===== src/rom_ram_io_timer_pkg.sv =====
// Shared constants and types for the memory, port and timer block.
package rom_ram_io_timer_pkg;

  // ----------------------------------------------------------------
  // Bus and storage geometry
  // ----------------------------------------------------------------
  localparam int          ADDR_W        = 16;
  localparam int          DATA_W        = 32;
  localparam int          BYTE_W        = 8;
  localparam int          ROM_DEPTH     = 1024;
  localparam int          RAM_DEPTH     = 64;
  localparam int          MAX_CHIPS     = 7;

  // ----------------------------------------------------------------
  // Byte addresses of the register map
  // ----------------------------------------------------------------
  localparam logic [15:0] ROM_BASE      = 16'h0000;
  localparam logic [15:0] RAM_BASE      = 16'h1000;
  localparam logic [15:0] PORTA_DATA    = 16'h1100;
  localparam logic [15:0] PORTA_DIR     = 16'h1104;
  localparam logic [15:0] PORTB_DATA    = 16'h1108;
  localparam logic [15:0] PORTB_DIR     = 16'h110C;
  localparam logic [15:0] TIMER_BASE    = 16'h1140;
  localparam logic [15:0] IRQ_STATUS    = 16'h1200;
  localparam logic [15:0] IRQ_MASK      = 16'h1204;

  // ----------------------------------------------------------------
  // Field positions
  // ----------------------------------------------------------------
  localparam int          TMR_SEL_LSB   = 2;
  localparam int          TMR_FLAG_SEL  = 4;
  localparam int          TMR_ALERT_BIT = 5;
  localparam int          FLAG_BIT      = 7;
  localparam int          ALERT_PIN     = 7;
  localparam int          IRQ_W         = 2;
  localparam int          IRQ_TIMER     = 0;
  localparam int          IRQ_BUSERR    = 1;

  // ----------------------------------------------------------------
  // Reset values and timing
  // ----------------------------------------------------------------
  localparam logic [7:0]  PORT_RESET    = 8'h00;
  localparam logic [1:0]  IRQ_RESET     = 2'h0;
  localparam int          PRESC_W       = 10;
  localparam logic [15:0] PRESC_SHIFTS  = 16'hA630;
  localparam int          MAX_INTERVAL  = 262144;

  typedef enum logic [2:0] {
    REGION_NONE  = 3'b000,
    REGION_ROM   = 3'b001,
    REGION_RAM   = 3'b010,
    REGION_PORT  = 3'b011,
    REGION_TIMER = 3'b100,
    REGION_IRQ   = 3'b101
  } region_e;

endpackage : rom_ram_io_timer_pkg


===== src/pin_sync.sv =====
// Two-flop synchroniser for a group of pin inputs.
`timescale 1ns/1ps
module pin_sync #(
  parameter int WIDTH = 1
) (
  input  wire logic             clk_sys,
  input  wire logic             reset,
  input  wire logic [WIDTH-1:0] pinIn,
  output logic      [WIDTH-1:0] pinSync
);

  if (WIDTH < 1) begin : g_bad_width
    $error("pin_sync width must be at least one");
  end

  // ----------------------------------------------------------------
  // Per-bit flop pairs
  // ----------------------------------------------------------------
  for (genvar i = 0; i < WIDTH; i++) begin : g_bit
    logic meta_q;
    logic sync_q;
    always_ff @(posedge clk_sys) begin
      if (reset) begin
        meta_q <= 1'b1;
        sync_q <= 1'b1;
      end else begin
        meta_q <= pinIn[i];
        sync_q <= meta_q;
      end
    end
    assign pinSync[i] = sync_q;
  end

endmodule : pin_sync


===== src/interval_timer.sv =====
// Eight-bit interval timer with selectable prescale and sticky flag.
`timescale 1ns/1ps
module interval_timer (
  input  wire logic       clk_sys,
  input  wire logic       reset,
  input  wire logic       ce,
  input  wire logic       load,
  input  wire logic [7:0] loadCount,
  input  wire logic [1:0] loadSel,
  input  wire logic       access,
  output logic      [7:0] count,
  output logic            flag,
  output logic            expire
);

  localparam int PW = rom_ram_io_timer_pkg::PRESC_W;

  logic [PW-1:0] presc_q;
  logic [1:0]    sel_q;
  logic [7:0]    count_q;
  logic          flag_q;
  logic          divOne_q;
  logic          tick;

  function automatic logic [PW-1:0] divMinusOne(input logic [1:0] sel);
    logic [3:0]    shift;
    logic [PW:0]   full;
    shift = rom_ram_io_timer_pkg::PRESC_SHIFTS[sel*4 +: 4];
    full  = (PW+1)'(1) << shift;
    return PW'(full - (PW+1)'(1));
  endfunction : divMinusOne

  assign tick   = (presc_q == '0);
  assign expire = ce & tick & ~load & (count_q == 8'h00);

  // ----------------------------------------------------------------
  // Prescaler
  // ----------------------------------------------------------------
  // Prescale reload select
  always_ff @(posedge clk_sys) begin
    if (reset) begin
      presc_q <= '0;
      sel_q   <= 2'h0;
    end else if (ce) begin
      if (load) begin
        presc_q <= divMinusOne(loadSel);
        sel_q   <= loadSel;
      end else if (tick) begin
        presc_q <= (divOne_q | expire) ? '0 : divMinusOne(sel_q);
      end else begin
        presc_q <= presc_q - PW'(1);
      end
    end
  end

  // ----------------------------------------------------------------
  // Counter and divide-by-one mode
  // ----------------------------------------------------------------
  always_ff @(posedge clk_sys) begin
    if (reset) begin
      count_q  <= 8'h00;
      divOne_q <= 1'b0;
    end else if (ce) begin
      if (load) begin
        count_q  <= loadCount;
        divOne_q <= 1'b0;
      end else begin
        if (tick) begin
          count_q <= count_q - 8'h01;
        end
        if (expire) begin
          divOne_q <= 1'b1;
        end
      end
    end
  end

  // ----------------------------------------------------------------
  // Sticky flag
  // ----------------------------------------------------------------
  // Access clears flag
  always_ff @(posedge clk_sys) begin
    if (reset) begin
      flag_q <= 1'b0;
    end else if (ce) begin
      if (expire) begin
        flag_q <= 1'b1;
      end else if (access) begin
        flag_q <= 1'b0;
      end
    end
  end

  assign count = count_q;
  assign flag  = flag_q;

endmodule : interval_timer


===== src/rom_ram_io_timer_host_port.sv =====
// Memory, port and interval timer array reached over APB.
//
// Notes on behaviour
// - Initialisation clears both direction and both output registers so every port pin is an input.
// - While initialisation is held the host data drivers stay off.
// - Initialisation turns off the timer alert, but the timer keeps running and can still raise irqOut after it.
// - A high direction line writes to the device and a low one reads from it.
// - Host data drivers are on only during a read access.
// - The alert pin idles high, goes low for a timer interrupt and is port B top bit otherwise.
// - The block holds a 1024 byte read-only store, a 64 byte store and two 8-bit ports.
// - The timer spans one to 262,144 clock periods.
// - Up to seven such blocks share the bus, all decoding the same read-only store addresses; CHIP_INDEX only alters the contents.
// - A direction bit of one drives the output bit and a zero leaves the pin an input held high.
// - Port reads return pins for inputs and output bits for outputs and never change the outputs.
// - A timer write picks prescale 1, 8, 64 or 1024 by two address bits and a third enables the alert.
// - Any timer access clears the flag unless it coincides with the flag being set.
`timescale 1ns/1ps
module rom_ram_io_timer_host_port #(
  parameter int         CHIP_INDEX = 0,
  parameter logic [7:0] ROM_SEED   = 8'h5A
) (
  input  wire logic        clk_sys,
  input  wire logic        reset,
  input  wire logic        ce,
  input  wire logic        psel,
  input  wire logic        penable,
  input  wire logic        pwrite,
  input  wire logic [15:0] paddr,
  input  wire logic [31:0] pwdata,
  output logic      [31:0] prdata,
  output logic             pready,
  output logic             pslverr,
  output logic             irqOut,
  input  wire logic        initLowIn,
  output logic      [7:0]  hostDataLines,
  output logic             hostDataOe,
  input  wire logic [7:0]  portAIn,
  output logic      [7:0]  portAOut,
  output logic      [7:0]  portAOe,
  input  wire logic [7:0]  portBIn,
  output logic      [7:0]  portBOut,
  output logic      [7:0]  portBOe
);

  // ----------------------------------------------------------------
  // Elaboration checks
  // ----------------------------------------------------------------
  // Shared bus chip count
  if (CHIP_INDEX < 0 || CHIP_INDEX >= rom_ram_io_timer_pkg::MAX_CHIPS) begin : g_bad_chip
    $error("CHIP_INDEX must be below the shared chip count");
  end

  // ----------------------------------------------------------------
  // Declarations
  // ----------------------------------------------------------------
  localparam int RAM_AW = $clog2(rom_ram_io_timer_pkg::RAM_DEPTH);
  localparam int ROM_AW = $clog2(rom_ram_io_timer_pkg::ROM_DEPTH);

  logic [16:0]                  syncPins;
  logic                         initActive;
  logic                         clearAll;
  logic [7:0]                   pinA;
  logic [7:0]                   pinB;
  logic                         setup;
  logic                         access;
  logic                         wrAcc;
  logic                         rdAcc;
  rom_ram_io_timer_pkg::region_e region;
  logic                         badAccess;
  logic [7:0]                   wrByte;
  logic [7:0]                   readA;
  logic [7:0]                   readB;
  logic [7:0]                   readByte;
  logic [7:0]                   ddrA_q;
  logic [7:0]                   dataA_q;
  logic [7:0]                   ddrB_q;
  logic [7:0]                   dataB_q;
  logic [7:0]                   ram_q [rom_ram_io_timer_pkg::RAM_DEPTH];
  logic                         alertEn_q;
  logic                         alertActive;
  logic [1:0]                   irqStatus_q;
  logic [1:0]                   irqMask_q;
  logic [1:0]                   irqEvents;
  logic [31:0]                  prdata_q;
  logic                         slvErr_q;
  logic                         timerLoad;
  logic                         timerAccess;
  logic [7:0]                   timerCount;
  logic                         timerFlag;
  logic                         timerExpire;

  // ----------------------------------------------------------------
  // Decode helpers
  // ----------------------------------------------------------------
  function automatic rom_ram_io_timer_pkg::region_e regionOf(input logic [15:0] a);
    if (a[15:12] == rom_ram_io_timer_pkg::ROM_BASE[15:12]) begin
      return rom_ram_io_timer_pkg::REGION_ROM;
    end else if (a[15:8] == rom_ram_io_timer_pkg::RAM_BASE[15:8]) begin
      return rom_ram_io_timer_pkg::REGION_RAM;
    end else if (a[15:4] == rom_ram_io_timer_pkg::PORTA_DATA[15:4]) begin
      return rom_ram_io_timer_pkg::REGION_PORT;
    end else if (a[15:6] == rom_ram_io_timer_pkg::TIMER_BASE[15:6]) begin
      return rom_ram_io_timer_pkg::REGION_TIMER;
    end else if (a[15:3] == rom_ram_io_timer_pkg::IRQ_STATUS[15:3]) begin
      return rom_ram_io_timer_pkg::REGION_IRQ;
    end else begin
      return rom_ram_io_timer_pkg::REGION_NONE;
    end
  endfunction : regionOf

  function automatic logic [7:0] romByte(input logic [ROM_AW-1:0] idx);
    return idx[7:0] ^ {idx[9:8], 6'h00} ^ ROM_SEED ^ 8'(CHIP_INDEX);
  endfunction : romByte

  function automatic logic [7:0] portRead(input logic [7:0] ddr, input logic [7:0] data,
                                          input logic [7:0] pin);
    return (ddr & data) | (~ddr & pin);
  endfunction : portRead

  // ----------------------------------------------------------------
  // Pin synchronisers
  // ----------------------------------------------------------------
  pin_sync #(
    .WIDTH (17)
  ) u_sync (
    .clk_sys (clk_sys),
    .reset   (reset),
    .pinIn   ({initLowIn, portBIn, portAIn}),
    .pinSync (syncPins)
  );

  assign pinA       = syncPins[7:0];
  assign pinB       = syncPins[15:8];
  assign initActive = ~syncPins[16];
  assign clearAll   = reset | (ce & initActive);

  // ----------------------------------------------------------------
  // Bus phases and decode
  // ----------------------------------------------------------------
  assign setup  = ce & psel & ~penable;
  assign access = ce & psel & penable;
  assign wrAcc  = access & pwrite;
  assign rdAcc  = access & ~pwrite;
  assign region = regionOf(paddr);
  assign wrByte = pwdata[7:0];

  always_comb begin
    badAccess = 1'b0;
    case (region)
      rom_ram_io_timer_pkg::REGION_NONE: begin
        badAccess = 1'b1;
      end
      rom_ram_io_timer_pkg::REGION_ROM: begin
        badAccess = pwrite;
      end
      rom_ram_io_timer_pkg::REGION_IRQ: begin
        badAccess = pwrite && (paddr != rom_ram_io_timer_pkg::IRQ_MASK);
      end
      default: begin
        badAccess = 1'b0;
      end
    endcase
  end

  // ----------------------------------------------------------------
  // Port registers
  // ----------------------------------------------------------------
  // Init clears port registers
  always_ff @(posedge clk_sys) begin
    if (clearAll) begin
      ddrA_q  <= rom_ram_io_timer_pkg::PORT_RESET;
      dataA_q <= rom_ram_io_timer_pkg::PORT_RESET;
      ddrB_q  <= rom_ram_io_timer_pkg::PORT_RESET;
      dataB_q <= rom_ram_io_timer_pkg::PORT_RESET;
    end else if (wrAcc && region == rom_ram_io_timer_pkg::REGION_PORT) begin
      case (paddr)
        rom_ram_io_timer_pkg::PORTA_DATA: begin
          dataA_q <= wrByte;
        end
        rom_ram_io_timer_pkg::PORTA_DIR: begin
          ddrA_q <= wrByte;
        end
        rom_ram_io_timer_pkg::PORTB_DATA: begin
          dataB_q <= wrByte;
        end
        rom_ram_io_timer_pkg::PORTB_DIR: begin
          ddrB_q <= wrByte;
        end
        default: begin
          dataA_q <= dataA_q;
        end
      endcase
    end
  end

  // ----------------------------------------------------------------
  // Scratch store
  // ----------------------------------------------------------------
  // Sixty-four byte store
  always_ff @(posedge clk_sys) begin
    if (wrAcc && region == rom_ram_io_timer_pkg::REGION_RAM) begin
      ram_q[paddr[RAM_AW+1:2]] <= wrByte;
    end
  end

  // ----------------------------------------------------------------
  // Interval timer and alert enable
  // ----------------------------------------------------------------
  assign timerLoad   = wrAcc & (region == rom_ram_io_timer_pkg::REGION_TIMER);
  assign timerAccess = access & (region == rom_ram_io_timer_pkg::REGION_TIMER);

  interval_timer u_timer (
    .clk_sys   (clk_sys),
    .reset     (reset),
    .ce        (ce),
    .load      (timerLoad),
    .loadCount (wrByte),
    .loadSel   (paddr[rom_ram_io_timer_pkg::TMR_SEL_LSB +: 2]),
    .access    (timerAccess),
    .count     (timerCount),
    .flag      (timerFlag),
    .expire    (timerExpire)
  );

  always_ff @(posedge clk_sys) begin
    if (clearAll) begin
      alertEn_q <= 1'b0;
    end else if (timerAccess) begin
      alertEn_q <= paddr[rom_ram_io_timer_pkg::TMR_ALERT_BIT];
    end
  end

  assign alertActive = alertEn_q & timerFlag;

  // ----------------------------------------------------------------
  // Read data capture
  // ----------------------------------------------------------------
  // Pin or output bit
  assign readA = portRead(ddrA_q, dataA_q, pinA);
  assign readB = portRead(ddrB_q, dataB_q, pinB);

  always_comb begin
    readByte = 8'h00;
    case (region)
      rom_ram_io_timer_pkg::REGION_ROM: begin
        readByte = romByte(paddr[ROM_AW+1:2]);
      end
      rom_ram_io_timer_pkg::REGION_RAM: begin
        readByte = ram_q[paddr[RAM_AW+1:2]];
      end
      rom_ram_io_timer_pkg::REGION_PORT: begin
        case (paddr)
          rom_ram_io_timer_pkg::PORTA_DATA: readByte = readA;
          rom_ram_io_timer_pkg::PORTA_DIR:  readByte = ddrA_q;
          rom_ram_io_timer_pkg::PORTB_DATA: readByte = readB;
          rom_ram_io_timer_pkg::PORTB_DIR:  readByte = ddrB_q;
          default:                          readByte = 8'h00;
        endcase
      end
      rom_ram_io_timer_pkg::REGION_TIMER: begin
        if (paddr[rom_ram_io_timer_pkg::TMR_FLAG_SEL]) begin
          readByte = {timerFlag, 7'h00};
        end else begin
          readByte = timerCount;
        end
      end
      rom_ram_io_timer_pkg::REGION_IRQ: begin
        if (paddr == rom_ram_io_timer_pkg::IRQ_STATUS) begin
          readByte = {6'h00, irqStatus_q};
        end else begin
          readByte = {6'h00, irqMask_q};
        end
      end
      default: begin
        readByte = 8'h00;
      end
    endcase
  end

  always_ff @(posedge clk_sys) begin
    if (reset) begin
      prdata_q <= 32'h0000_0000;
      slvErr_q <= 1'b0;
    end else if (setup) begin
      prdata_q <= pwrite ? 32'h0000_0000 : {24'h00_0000, readByte};
      slvErr_q <= badAccess;
    end
  end

  // ----------------------------------------------------------------
  // Interrupt status and mask
  // ----------------------------------------------------------------
  assign irqEvents = {access & slvErr_q, timerExpire};

  always_ff @(posedge clk_sys) begin
    if (reset) begin
      irqStatus_q <= rom_ram_io_timer_pkg::IRQ_RESET;
    end else if (ce) begin
      if (rdAcc && paddr == rom_ram_io_timer_pkg::IRQ_STATUS) begin
        irqStatus_q <= (irqStatus_q & ~prdata_q[1:0]) | irqEvents;
      end else begin
        irqStatus_q <= irqStatus_q | irqEvents;
      end
    end
  end

  always_ff @(posedge clk_sys) begin
    if (reset) begin
      irqMask_q <= rom_ram_io_timer_pkg::IRQ_RESET;
    end else if (wrAcc && paddr == rom_ram_io_timer_pkg::IRQ_MASK) begin
      irqMask_q <= pwdata[1:0];
    end
  end

  assign irqOut = |(irqStatus_q & irqMask_q);

  // ----------------------------------------------------------------
  // Bus and host data outputs
  // ----------------------------------------------------------------
  assign prdata        = prdata_q;
  assign pready        = ce;
  assign pslverr       = psel & penable & slvErr_q;
  assign hostDataLines = prdata_q[7:0];
  assign hostDataOe    = psel & penable & ~pwrite & ~initActive & ~reset;

  // ----------------------------------------------------------------
  // Peripheral pin drive
  // ----------------------------------------------------------------
  // Direction bit drives pin
  assign portAOut = dataA_q | ~ddrA_q;
  assign portAOe  = ddrA_q;

  assign portBOut = {~alertActive & (dataB_q[7] | ~ddrB_q[7]), dataB_q[6:0] | ~ddrB_q[6:0]};
  assign portBOe  = {ddrB_q[7] | alertActive, ddrB_q[6:0]};

endmodule : rom_ram_io_timer_host_port


===== config.mk =====
export PLATFORM = sky130hd
export DESIGN_NAME = rom_ram_io_timer_host_port
export DESIGN_NICKNAME = d
export VERILOG_FILES = /design/src/rom_ram_io_timer_pkg.sv /design/src/pin_sync.sv /design/src/interval_timer.sv /design/src/rom_ram_io_timer_host_port.sv
export SDC_FILE = /design/constraint.sdc
export NUM_CORES = 1
export LEC_CHECK = 0
export BUFFER_PORTS_ARGS = -buffer_cell sky130_fd_sc_hd__buf_2
export CAP_MARGIN = 20
export CORE_MARGIN = 8
export CORE_UTILIZATION = 30
export DETAILED_ROUTE_END_ITERATION = 8
export PLACE_DENSITY = 0.45
export SETUP_SLACK_MARGIN = 0.2
export SLEW_MARGIN = 40
export SYNTH_ARGS = -nofsm -noshare
export SYNTH_HDL_FRONTEND = slang
export SYNTH_SLANG_ARGS = --single-unit

===== constraint.sdc =====
create_clock -name clk_sys -period 2.68 [get_ports clk_sys]
set_clock_uncertainty 0.15 [all_clocks]
set_input_delay 0.268 -clock clk_sys [delete_from_list [all_inputs] [get_ports clk_sys]]
set_output_delay 0.268 -clock clk_sys [all_outputs]
set_load 0.02 [all_outputs]

; ---- Yosys cells after proc, flatten, opt, wreduce, memory -nomap -nowiden
; Memory sizes are Yosys's and may differ from the RTL's.
; Index checks and enable logic that the tools add are counted.
[word_totals]
regBits = 126
ramBits = 512
in_bits = 71
mem_count = 1
[memory_table]
columns = name, words, width, read_ports, rd_ports_with_merged_regs, wr, line_no
row1 = ram_q, 64, 8, 1, 0, 1, rom_ram_io_timer_host_port.sv:78  ; logic [7:0] ram_q [rom_ram_io_timer_pkg::RAM_DEPTH];
[op_classes]
addsub = 4
eq_ne = 16
shift = 4
muxes = 23
bitwise = 48
n_reduce_logical = 21
[ops]
columns = cell, count
row1 = == test 16 x 13 -> 1 bit (second input constant), 6
row2 = one-hot mux 8 bit (5 select lines), 1
row3 = AND 8 bit, 4
row4 = 2-to-1 mux 8 bit, 4
row5 = one-hot mux 8 bit (4 select lines), 1
row6 = variable part select 16 x 5 -> 4 bit (first input constant), 2
row7 = 2-to-1 mux 10 bit, 3
row8 = subtractor 10 x 1 -> 10 bit (second input constant), 3
row9 = OR 8 bit, 3
row10 = left shift 1 x 4 -> 10 bit (first input constant), 2
row11 = AND 1 bit, 19
row12 = inequality test 16 x 13 -> 1 bit (second input constant), 1
row13 = NOT 8 bit, 2
row14 = AND reduction 2 bit, 8
row15 = 2-to-1 mux 3 bit, 5
row16 = == test 13 x 10 -> 1 bit (second input constant), 1
row17 = == test 12 x 9 -> 1 bit (second input constant), 1
row18 = == test 10 x 7 -> 1 bit (second input constant), 1
row19 = logical NOT 10 bit, 1
row20 = == test 8 x 5 -> 1 bit (second input constant), 1
row21 = logical NOT 8 bit, 1
row22 = subtractor 8 x 1 -> 8 bit (second input constant), 1
row23 = bitwise XOR 8 bit, 1
row24 = NOT 1 bit, 7
row25 = 18 further kinds, 37

; ---- Depth between registers and ports, before layout
[depth]
ltp_word = 15
mapped_depth = 11

; ---- Cells and area by module
; A second synthesis with hierarchy kept.
[unflattened]
cells_unflattened = 1606
area_unflattened_um2 = 25963.7
[modules_own_cells]
columns = module, n_inst, cells_per_inst, area_per_inst_um2, seq_area_each_um2
row1 = rom_ram_io_timer_host_port, 1, 1333, 23433.7, 16295.6
row2 = interval_timer, 1, 185, 1475.2, 440.4
row3 = pin_sync, 1, 88, 1054.8, 680.7

; ---- Worst setup path before layout
; OpenSTA, ideal clock, no wires.
[synth_path]
path_type = input to register
start = input port paddr[4]
end = memory ram_q[11][0] (enable)
setup_time_ps = 370
t_arrival_ps = 2128
slack_ps = 32
path_stages = 8
path_buffers = 5
cell_sequence = buf_2 buf_2 buf_2 buf_2 buf_2 nor3_1 nand3_1 nor2_1
[synth_via]
elab_chain_len = 10
word_cells_on_any_way = 11
cone_classes = eq/ne (3) / mux (7) / reduce/logical (1)
[synth_lines]
columns = element, line_no
row1 = from (decl), rom_ram_io_timer_host_port.sv:28  ; input wire logic [15:0] paddr,
row2 = == test 13 x 10 -> 1 bit, rom_ram_io_timer_host_port.sv:104  ; end else if (a[15:3] == rom_ram_io_timer_pkg::IRQ_STATUS[15:3]) begin
row3 = 2-to-1 mux 3 bit, rom_ram_io_timer_host_port.sv:104
row4 = 2-to-1 mux 3 bit, rom_ram_io_timer_host_port.sv:102  ; end else if (a[15:6] == rom_ram_io_timer_pkg::TIMER_BASE[15:6]) begin
row5 = 2-to-1 mux 3 bit, rom_ram_io_timer_host_port.sv:100  ; end else if (a[15:4] == rom_ram_io_timer_pkg::PORTA_DATA[15:4]) begin
row6 = 2-to-1 mux 3 bit, rom_ram_io_timer_host_port.sv:98  ; end else if (a[15:8] == rom_ram_io_timer_pkg::RAM_BASE[15:8]) begin
row7 = 2-to-1 mux 3 bit, rom_ram_io_timer_host_port.sv:96  ; if (a[15:12] == rom_ram_io_timer_pkg::ROM_BASE[15:12]) begin
row8 = == test 3 x 2 -> 1 bit, rom_ram_io_timer_host_port.sv:201  ; if (wrAcc && region == rom_ram_io_timer_pkg::REGION_RAM) begin
row9 = logical AND 1 bit, rom_ram_io_timer_host_port.sv:201
row10 = 2-to-1 mux 1 bit, rom_ram_io_timer_host_port.sv:201
row11 = 2-to-1 mux 1 bit (implied by the code), rom_ram_io_timer_host_port.sv:202  ; ram_q[paddr[RAM_AW+1:2]] <= wrByte;
row12 = to (decl), rom_ram_io_timer_host_port.sv:78
; Several ways; a longest one is shown, not always the timed one.

; ---- Worst setup path after layout
[layout_path]
start = memory ram_q[61][7]
end = register prdata_q[7], in the netlist prdata[7]
[layout_via]
elab_chain_len = 3
[layout_lines]
columns = element, line_no
row1 = memory read (64 x 8 bit), n/a
row2 = one-hot mux 8 bit (5 select lines), rom_ram_io_timer_host_port.sv:244  ; case (region)
row3 = 2-to-1 mux 8 bit, rom_ram_io_timer_host_port.sv:285  ; prdata_q <= pwrite ? 32'h0000_0000 : {24'h00_0000, readByte};
row4 = to (signal assigned), rom_ram_io_timer_host_port.sv:285
row5 = to (decl), rom_ram_io_timer_host_port.sv:84  ; logic [31:0] prdata_q;
; Every way passes these cells.
; A chain may end at the register's enable or synchronous reset.

==> impl_results.md <==
- Post-route DRC: 0
- Compound-cell area share of the yosys netlist: 5.36%
- Status: finished, final reports clean
- Antenna diodes: 0
- Post-Synth XOR/XNOR Area: 0.448%
- CTS Buffer Depth: 3
- Peak Freq: 415 MHz
- CTS tree: done
- Met2 GRT Util: 24.6%
- Root Driver: clkbuf_16
- Synthesized instance count: 1574
- Area of the multi-input gates: 0.00751 mm²
- Worst Hold Class: input pin to flop
- Final cell utilization of the core: 37.7%
- CP Max Fanout: 1
- Non-filler cells in the finished layout: 3089
- Grt met1 use: 21.0%
- Mux cell area share after synthesis: 13.7%
- Met3 Use GR: 3.26%
- WL/cell: 24.1 µm
- Core box area: 0.0837 mm²
- Post-CTS Setup Inserts: 0
- CTS H-tree depth: 3
- Clock latency at the later pin of the worst-skew pair: 0.61 ns
- Largest family of logic cells by synthesized area: multiplexers
- Area Growth Syn to Fin: 24.1%
- First-pass iteration count of the detailed router: 5
- Vias per cell: 4.92
- Final #Nets: 1978
- Fin Hold WS: 0.0196 ns
- Setup TNS: 0 ns
- Fin. Hold Viols: 0
- Die height: 307 µm
- Critical path class: flop to flop
- Synth Flop Type: edfxtp_1
- Clock Power Share: 43.5%
- Full die area: 0.0942 mm²
- Share of post-route cells with drive strength above 1: 32.4%
- Switching power: 4.96 mW
- Pwr dens: 692 mW/mm²
- Synth Area in Adders: 0.148%
- Post-synth EDFFs: 512
- Final Slew Violations: 0
- Peak VDD IR: 0.476 mV
- Largest net degree at the start of global routing: 71
- Final worst setup slack: 0.269 ns
- Initial Util: 30.3%
- Sequential share of the synthesized area: 68.6%
- Worst-Margin Slew: 0.686 ns
- Initial drt markers: 1336
- Synth Area per Inst: 16.1 µm²
- Gate power share: 8.0%
- Synth unique cells: 81
- Maxcap violations: 0
- CP Capture Type: flop
- Final global-route overflow total: 0
- Period minus WS final: 2.41 ns
- Pre-CTS setup slack: -0.223 ns
- Total GRT Usage: 15.5%
- Row cnt: 106
- Final period util: 90.0%
- Clock-pin slew on the worst setup and hold paths: 0.06 ns
- Switching Fraction: 22.7%
- Slew margin rel.: 53.9%
- Ys async rst share: 0%
- Initial antenna violation count: 0
- Fillers: 7886
- Routability cong.: 0.894
- Internal: 16.8 mW
- Worst EP required: 3.04 ns
- Post-synthesis simple-gate area fraction: 8.46%
- Setup violations, final: 0
- DP HPWL: 50.1 mm
- Global-route wire length before repair: 108 mm
- CP arrival: 2.77 ns
- Vias in the first global route: 15600
- Routed WL: 74.4 mm
- Synthesized cell area: 0.0254 mm²
- CTS Buf Count: 69
- Sink Count: 614
- RSZ-0062 raised after global routing: no
- I/O pins: 147
- Yosys warns: 0
- Via Count: 15200
- Post-route ant nets: 0
- GRT busiest layer: met2
- Worst setup SP type: flop
- P_leak: 10.7 nW
- FF/Latch Area: 0.0174 mm²
- Dpl cells: 2944
- Synthesis-stage register bit count: 614
- Sequential power share: 48.5%
- Port Buf Inserts: 98
- Die width: 307 µm
layer usage:
layer | vias to the layer above | routed length, µm
met5 | - | 0
met4 | 0 | 2830
met3 | 146 | 4220
met2 | 447 | 34100
met1 | 7778 | 33200
li1 | 6817 | -
worst paths after layout:
path	endpoint	start	slack [ns]	cells past startpoint
min reg2reg	u_sync.g_bit[10].sync_q	u_sync.g_bit[10].meta_q	0.26	1
max	prdata[7]	ram_q[61][7]	0.27	6
max reg2reg	prdata[7]	ram_q[61][7]	0.27	6
min	dataB_q[6]	pwdata[6]	0.02	3
state kept, by name, summed over array words and instances (netlist names), 10 cells and up:
register / cells
ram_q: 512
u_sync.g_bit.meta_q: 17
u_timer.presc_q: 10
u_sync.g_bit.sync_q: 17
layout by cell type (no fill, tap or decap), types with 8 or more instances in the layout:
| cell type | n |
|---|---|
| edfxtp_1 | 512 |
| nor3_1 | 25 |
| mux4_1 | 23 |
| conb_1 | 24 |
| clkinv_2 | 10 |
| buf_4 | 206 |
| nand2b_1 | 23 |
| nand3_1 | 16 |
| buf_2 | 94 |
| nand3b_1 | 9 |
| nor2_1 | 84 |
| mux4_2 | 93 |
| nand4_1 | 8 |
| a211oi_1 | 18 |
| dfxtp_1 | 102 |
| a22oi_1 | 13 |
| a31oi_1 | 9 |
| clkbuf_1 | 15 |
| nor2_4 | 26 |
| mux2_2 | 14 |
| a21oi_1 | 52 |
| clkbuf_16 | 72 |
| and2_1 | 8 |
| dlygate4sd3_1 | 23 |
| clkinv_1 | 10 |
| nor2b_1 | 20 |
| or2_2 | 39 |
| inv_1 | 10 |
| o21ai_0 | 15 |
| o211ai_1 | 9 |
| a221oi_1 | 9 |
| nand2_1 | 109 |
| buf_12 | 30 |
| mux2i_1 | 61 |
cell usage after synthesis (all sizes together), types with 7 or more instances:
cell type / number / area (µm²)
a211oi: 19 / 143
a21o: 7 / 52.6
a21oi: 52 / 260
a221oi: 10 / 93.8
a22oi: 13 / 97.6
a31oi: 9 / 56.3
and2: 8 / 50.1
buf: 89 / 692
clkbuf: 30 / 113
dfxtp: 102 / 2040
edfxtp: 512 / 15400
inv: 11 / 41.3
mux2: 14 / 158
mux2i: 61 / 611
mux4: 116 / 2700
nand2: 112 / 420
nand2b: 23 / 144
nand3: 18 / 95.1
nand3b: 9 / 67.6
nand4: 9 / 62.6
nor2: 116 / 435
nor2b: 21 / 131
nor3: 30 / 160
nor4: 10 / 92.6
o211ai: 9 / 67.6
o21ai: 15 / 75.1
or2: 39 / 244
xor2: 7 / 61.3
logic make-up after synthesis:
| logic type | count (synthesis) |
|---|---|
| AOI/OAI and AO/OA | 195 |
| muxes | 191 |
| other | 1 |
| buffers and inverters | 131 |
| DFF | 614 |
| and+or+nand+nor | 426 |
| xor gates and xnor gates | 13 |
| adders and majority gates | 3 |
power by group through the flow:
stage	Clock (mW)	Combinational (mW)	Sequential [mW]
3_5_place_dp	0	1.71	10.8
6_report	9.49	1.75	10.6
4_1_cts	9.76	1.75	10.6
5_1_grt	10.1	1.89	10.6
2_1_floorplan	0	1.03	10.7
3_3_place_gp	0	1.70	10.8
critical path, stage by stage (launching register included):
cell	delay, ns
edfxtp_1	0.33
mux4_1	0.22
and2_1	0.17
a211oi_2	0.09
or4_1	0.58
a2111o_1	0.49
a221oi_2	0.27
timing repair:
| action | CTS | global route |
|---|---|---|
| hold buffers | 23 | 0 |
| endpoints found under the setup margin | 0 | 30 |
| endpoints found under the hold margin | 30 | 0 |
| gates resized for setup | 0 | 7 |
through the flow:
stage	cell area (µm²)	power (mW)
2_1_floorplan	25700	11.7
3_3_place_gp	29000	12.5
3_5_place_dp	29000	12.5
4_1_cts	31500	22.1
5_1_grt	31500	22.6
6_report	31500	21.8
area by class of cell:
| cell class | count | area share (%) |
|---|---|---|
| multi-input cells | 852 | 23.8 |
| inverters | 12 | 0.143 |
| flip-flops and latches | 614 | 55.3 |
| repair buffers | 355 | 9.12 |
| clock buffers | 89 | 5.98 |
| clock inverters | 33 | 1.18 |
| well taps | 1134 | 4.50 |
(Power assumes the default switching activity.)
